==> src/rtl/dlsl_pkg.sv <==
`default_nettype none
package dlsl_pkg;
	localparam int KEY_W = 32;
	localparam int VOTE_MIN = 28;
	localparam int PROT_W = 2;
	// arbitrary neutral key value
	localparam logic [KEY_W-1:0] KEY_DEFAULT = 32'h5a3c_96e1;
	localparam logic [PROT_W-1:0] PROT_NONE = 2'h0;
	localparam logic [KEY_W-1:0] HOLD_RST = 32'h0000_0000;
	typedef enum logic [1:0]
	{
		DLSL_EVAL = 2'b01,
		DLSL_RUN = 2'b10
	} dlsl_state_t;
endpackage
`default_nettype wire

==> src/rtl/dlsl_vote.sv <==
`default_nettype none
module dlsl_vote #(
	parameter int W = 32,
	parameter int THR = 28
) (
	input wire logic [W-1:0] cells,
	input wire logic [W-1:0] key,
	output logic hit
);
	logic [7:0] cnt;
	always_comb
	begin
		cnt = 8'h00;
		for (int i = 0; i < W; i++)
		begin
			cnt = cnt + {7'h00, (cells[i] == key[i])};
		end
		hit = (cnt >= 8'(THR));
	end
endmodule // dlsl_vote
`default_nettype wire

==> src/rtl/dlsl_top.sv <==
// Overview of operation
// - 32 nonvolatile latch bits compared with key
// - at least 28 matching bits means locked
// - locked: debug, test, programming ports stay off
// - locked: latch contents cannot be changed
// - lock needs load, program, then reset
// - latch output sets lock only at reset; key writes check it every cycle
// - key write only with no flash protection
// - latch contents readable on rd_req whenever rst is low, locked or not, without debug port enable
// - protection raised only while port enabled, cleared by full erase
// - block operation only if block security allows
// - whole device erase, program, verify allowed only while port enabled
`default_nettype none
module dlsl_top
	import dlsl_pkg::*;
#(
	parameter logic [dlsl_pkg::KEY_W-1:0] KEY = dlsl_pkg::KEY_DEFAULT
) (
	input wire logic clk,
	input wire logic rst,
	input wire logic por_load,
	input wire logic [dlsl_pkg::KEY_W-1:0] por_cells,
	input wire logic hold_load,
	input wire logic [dlsl_pkg::KEY_W-1:0] hold_data,
	input wire logic nv_prog,
	input wire logic rd_req,
	input wire logic prot_raise,
	input wire logic [dlsl_pkg::PROT_W-1:0] prot_level,
	input wire logic full_erase,
	input wire logic blk_req,
	input wire logic blk_allowed,
	input wire logic dev_req,
	input wire logic dbg_req,
	output logic port_en_r,
	output logic dbg_en_r,
	output logic locked_r,
	output logic wr_ack_r,
	output logic wr_nak_r,
	output logic [dlsl_pkg::KEY_W-1:0] rd_data_r,
	output logic rd_valid_r,
	output logic [dlsl_pkg::PROT_W-1:0] prot_r,
	output logic blk_grant_r,
	output logic dev_grant_r
);
	import dlsl_pkg::*;

	logic [KEY_W-1:0] cells_r;
	logic [KEY_W-1:0] cells_nxt;
	logic [KEY_W-1:0] hold_r;
	logic [KEY_W-1:0] hold_nxt;
	dlsl_state_t st_r;
	dlsl_state_t st_nxt;
	logic live_hit;
	logic wr_ok;
	logic port_en_nxt;
	logic dbg_en_nxt;
	logic locked_nxt;
	logic wr_ack_nxt;
	logic wr_nak_nxt;
	logic [KEY_W-1:0] rd_data_nxt;
	logic rd_valid_nxt;
	logic [PROT_W-1:0] prot_nxt;
	logic blk_grant_nxt;
	logic dev_grant_nxt;

	dlsl_vote #(
		.W(KEY_W),
		.THR(VOTE_MIN)
	) u_vote (
		.cells(cells_r),
		.key(KEY),
		.hit(live_hit)
	);

	// nonvolatile cells: untouched by rst, loaded at power-on
	always_comb
	begin
		wr_ok = !live_hit && (prot_r == PROT_NONE);
		cells_nxt = cells_r;
		hold_nxt = hold_r;
		wr_ack_nxt = 1'b0;
		wr_nak_nxt = 1'b0;
		if (por_load)
		begin
			cells_nxt = por_cells;
		end
		else if (hold_load || nv_prog)
		begin
			if (wr_ok && port_en_r)
			begin
				wr_ack_nxt = 1'b1;
				if (hold_load)
				begin
					hold_nxt = hold_data;
				end
				else
				begin
					cells_nxt = hold_r;
				end
			end
			else
			begin
				wr_nak_nxt = 1'b1;
			end
		end
		if (rst)
		begin
			hold_nxt = HOLD_RST;
			wr_ack_nxt = 1'b0;
			wr_nak_nxt = 1'b0;
		end
	end

	always_ff @(posedge clk)
	begin
		cells_r <= cells_nxt;
		hold_r <= hold_nxt;
		wr_ack_r <= wr_ack_nxt;
		wr_nak_r <= wr_nak_nxt;
	end

	// lock decision and port enables
	always_comb
	begin
		st_nxt = st_r;
		locked_nxt = locked_r;
		port_en_nxt = port_en_r;
		dbg_en_nxt = dbg_en_r;
		case (st_r)
			DLSL_EVAL:
			begin
				locked_nxt = live_hit;
				port_en_nxt = !live_hit;
				st_nxt = DLSL_RUN;
			end
			DLSL_RUN:
			begin
				if (dbg_req && !locked_r)
				begin
					dbg_en_nxt = 1'b1;
				end
				// a locked part never reopens a port until the next reset
				if (locked_r)
				begin
					port_en_nxt = 1'b0;
					dbg_en_nxt = 1'b0;
				end
			end
			default:
			begin
				st_nxt = DLSL_EVAL;
				locked_nxt = 1'b1;
				port_en_nxt = 1'b0;
				dbg_en_nxt = 1'b0;
			end
		endcase
		if (rst)
		begin
			st_nxt = DLSL_EVAL;
			locked_nxt = 1'b1;
			port_en_nxt = 1'b0;
			dbg_en_nxt = 1'b0;
		end
	end

	always_ff @(posedge clk)
	begin
		st_r <= st_nxt;
		locked_r <= locked_nxt;
		port_en_r <= port_en_nxt;
		dbg_en_r <= dbg_en_nxt;
	end

	// readout, flash protection and flash operation grants
	always_comb
	begin
		rd_valid_nxt = rd_req;
		rd_data_nxt = rd_req ? cells_r : rd_data_r;
		prot_nxt = prot_r;
		blk_grant_nxt = 1'b0;
		dev_grant_nxt = 1'b0;
		if (port_en_r)
		begin
			if (full_erase)
			begin
				prot_nxt = PROT_NONE;
			end
			else if (prot_raise && (prot_level > prot_r))
			begin
				prot_nxt = prot_level;
			end
			blk_grant_nxt = blk_req && blk_allowed;
			dev_grant_nxt = dev_req;
		end
		if (rst)
		begin
			rd_valid_nxt = 1'b0;
			rd_data_nxt = HOLD_RST;
			blk_grant_nxt = 1'b0;
			dev_grant_nxt = 1'b0;
		end
	end

	always_ff @(posedge clk)
	begin
		rd_valid_r <= rd_valid_nxt;
		rd_data_r <= rd_data_nxt;
		prot_r <= prot_nxt;
		blk_grant_r <= blk_grant_nxt;
		dev_grant_r <= dev_grant_nxt;
	end
endmodule // dlsl_top
`default_nettype wire

==> config.mk <==
export PLATFORM = sky130hd
export DESIGN_NAME = dlsl_top
export DESIGN_NICKNAME = d
export VERILOG_FILES = /design/src/rtl/dlsl_pkg.sv /design/src/rtl/dlsl_vote.sv /design/src/rtl/dlsl_top.sv
export SDC_FILE = /design/constraint.sdc
export NUM_CORES = 1
export LEC_CHECK = 0
export ABC_AREA = 1
export BUFFER_PORTS_ARGS = -buffer_cell sky130_fd_sc_hd__buf_2
export CAP_MARGIN = 5
export CORE_ASPECT_RATIO = 0.7
export CORE_MARGIN = 4
export CORE_UTILIZATION = 49
export DETAILED_ROUTE_END_ITERATION = 10
export PLACE_DENSITY = 0.76
export REMOVE_ABC_BUFFERS = 1
export SYNTH_ARGS = -nofsm -noshare
export SYNTH_HDL_FRONTEND = slang
export SYNTH_HIERARCHICAL = 1
export SYNTH_SLANG_ARGS = --single-unit
==> constraint.sdc <==
create_clock -name clk -period 6.7 [get_ports clk]
set_clock_uncertainty 0.15 [all_clocks]
set_input_delay 0.67 -clock clk [delete_from_list [all_inputs] [get_ports clk]]
set_output_delay 0.67 -clock clk [all_outputs]
set_load 0.01 [all_outputs]
==> results_dict.tcl <==
set metrics [dict create \
    status "finished clean" \
    antenna_found_initial 0 \
    ant_nets 0 \
    num_rows 32 \
    hold_slack_ps 336.1 \
    finalHoldViolations 0 \
    numCtsBuffers 9 \
    r2r_slack_ps 510 \
    initial_utilization 0.5012 \
    post-route-period-util 0.9236 \
    drive_gt1_frac 0.1719 \
    ios 120 \
    grt_usage 0.1816 \
    drtIter0Drc 149 \
    holdPathStages 2 \
    peakVddDrop_mv 0.4756 \
    dp_slack_ps 503.6 \
    via_count 4298 \
    syn_inst 687 \
    fmax_mhz 161.6 \
    die_h_um 96.80 \
    layout_commonest_cell "inv_1" \
    n_fill_cell 995 \
    seq_area_frac_synth 0.4534 \
    core_area_um2 11010 \
    cts_tree "done" \
    crit_chain "xnor2_1, fa_1, inv_1, fa_1, fa_1, fa_1, fa_1, fa_1, inv_1, ha_1, fa_1, nand3_1, nand2_1, nand2_1, nand2_1, nand2_1, nand2_1, nor2_1, nand3_2, nand2_1, inv_1, nor2_1" \
    synth.area.top_cells "dfxtp_1, edfxtp_1, inv_1" \
    final_cell_mix "inv_1, buf_2, nand2_1" \
    cp_data_arrival_time_ps 6310 \
    cp-end-kind "flop" \
    worstMarginPinSlew_ps 1120 \
    startpoint "cells_r[0]" \
    die-area_um2 13050 \
    hpwl_um 8082 \
    ys_ff_latch 108 \
    wire_per_inst_um 11.76 \
    hold_path_class "reg2reg" \
    post_cts_buffers 0 \
    nNetsFinal 932 \
    layout_setup_ws_ps 512.1 \
    reg2reg_depth 22 \
    crit_slowest_cell "nand3_2" \
    slew_headroom 0.2523 \
    setup_viol 0 \
    clk_latency_ps 340 \
    cts_hold_buf 0 \
    r2r_start "cells_r[0]" \
    synth_cell_types 26 \
    leakagePower_uw 0.003370 \
    vias_per_cell 4.390 \
    area_growth_pct 20.18 \
    grt_pass1_vias 4224 \
    die_x_um 134.9 \
    synth_top_area_cell "dfxtp_1" \
    hold_path_end "dbg_en_r" \
    grt.overflow.total 0 \
    syn_avg_cell_area_um2 8.034 \
    power_density_nw_per_um2 494.7 \
    remaining_drc_errors 0 \
    h-tree-depth 3 \
    clock_path_buffers 2 \
    grt_pass1_wl_um 19160 \
    min_from "dbg_en_r" \
    r2r_end "hold_r[12]" \
    ys_warn_count 6 \
    path_class "reg2reg" \
    syn_area_um2 5519 \
    drt-pass1-iter-count 4 \
    clock_sinks 108 \
    start_kind "flop" \
    crit_top_cell "fa_1" \
    yosysTopAreaCellShare 0.2684 \
    num_antenna_cells 0 \
    finalMaxSlewViolations 0 \
    period_minus_slack_ps 6188 \
    port_buffers 119 \
    cts_root_buffer "clkbuf_16" \
    cp_slowest_stage_delay_ps 590 \
    grt_setup_unrepaired "no" \
    cp_max_fo 32 \
    cap_viol_max_count 0 \
    worstPathRequired_ps 6820 \
    routed_wl_um 11510 \
    cts_resized 0 \
    path_clk_slew_ps 70 \
    grt_max_degree 69 \
    routabilityCongestion 0.8483 \
]
## final cells by class
type / count / area (µm²) / area share
clock buffers: 9 / 225.2 / 0.03396
clock inverters: 7 / 120.1 / 0.01811
inverters: 141 / 529.3 / 0.07980
multi-input cells: 439 / 2446 / 0.3688
flip-flops and latches: 108 / 2502 / 0.3773
well taps: 153 / 191.4 / 0.02886
repair buffers: 122 / 618.1 / 0.09319
## flip-flops by register name, indices dropped and copies added, names as in the netlist, 2 cells and up
signal and count:
cells_r 32, rd_data_r 32, st_r 2, hold_r 32, prot_r 2
## metrics by stage
stage | cell area (µm²) | power, µW | utilization | cells | TNS [ps]
finish | 6633 | 3281 | 0.6024 | 979 | 0
global route | 6633 | 3696 | 0.6024 | 979 | 0
CTS | 6633 | 3297 | 0.6024 | 979 | 0
detailed placement | 6287 | 2690 | 0.5710 | 963 | 0
global placement | 6287 | 2649 | 0.5710 | 963 | 0
floorplan | 5478 | 2330 | - | 688 | -6000
## metal layers
metal  global-route usage  up-vias  part of all wire
li1                     -     2292                 -
met1               0.2465     1894              0.47
met2               0.2943      101              0.46
met3              0.03950       11             0.065
met4              0.05086        0             0.010
met5                    0        -                 0
## cell families (layout without fill, tap and decap cells)
kind of cell	count (synthesis)	after routing	synth area share
flip-flops	108	108	0.4534
buffers and inverters	170	279	0.1238
AO/OA/AOI/OAI	73	73	0.06711
XOR/XNOR	33	33	0.05237
adder cells (fa/ha/maj)	33	33	0.1075
AND/OR/NAND/NOR	268	268	0.1945
other	2	32	0.001361
## cell usage after synthesis
cell type  count
nor2_2         1
xor2_1        24
nor2_1       108
buf_1          6
o21ai_0       65
inv_2          1
clkbuf_1       8
edfxtp_1      34
nand3b_1       1
a21oi_1        6
o211ai_1       1
nor3_1         1
inv_1        140
dfxtp_1       74
conb_1         2
ha_1           9
nor2_4         1
buf_6          3
buf_4          3
buf_2          9
nand2_1      118
nand3_1       37
nand3_2        1
fa_1          24
xnor2_1        9
a21boi_0       1
## worst max-delay path, delay by kind of cell, from the launching register on
family                     cells  cell delay, ps
xor gates and xnor gates       1             170
adders and majority gates      8            3760
buffers and inverters          3             160
DFF                            1             410
and+or+nand+nor               10            1450
## how the worst max path moves through the flow
stage,endpoint,cells after the start
4_1_cts,cells_r[9],23
6_report,hold_r[12],22
5_1_grt,hold_r[17],22
3_3_place_gp,cells_r[21],22
3_5_place_dp,cells_r[21],23
2_1_floorplan,cells_r[0],21
## where the power goes
group          total [µW]  leakage (µW)  switching [µW]  internal (µW)
sequential            777      0.000950            29.8            747
combinational        1900       0.00225            1140            755
clock                 605      0.000168             237            368
Power figures use the tool's default switching activity.
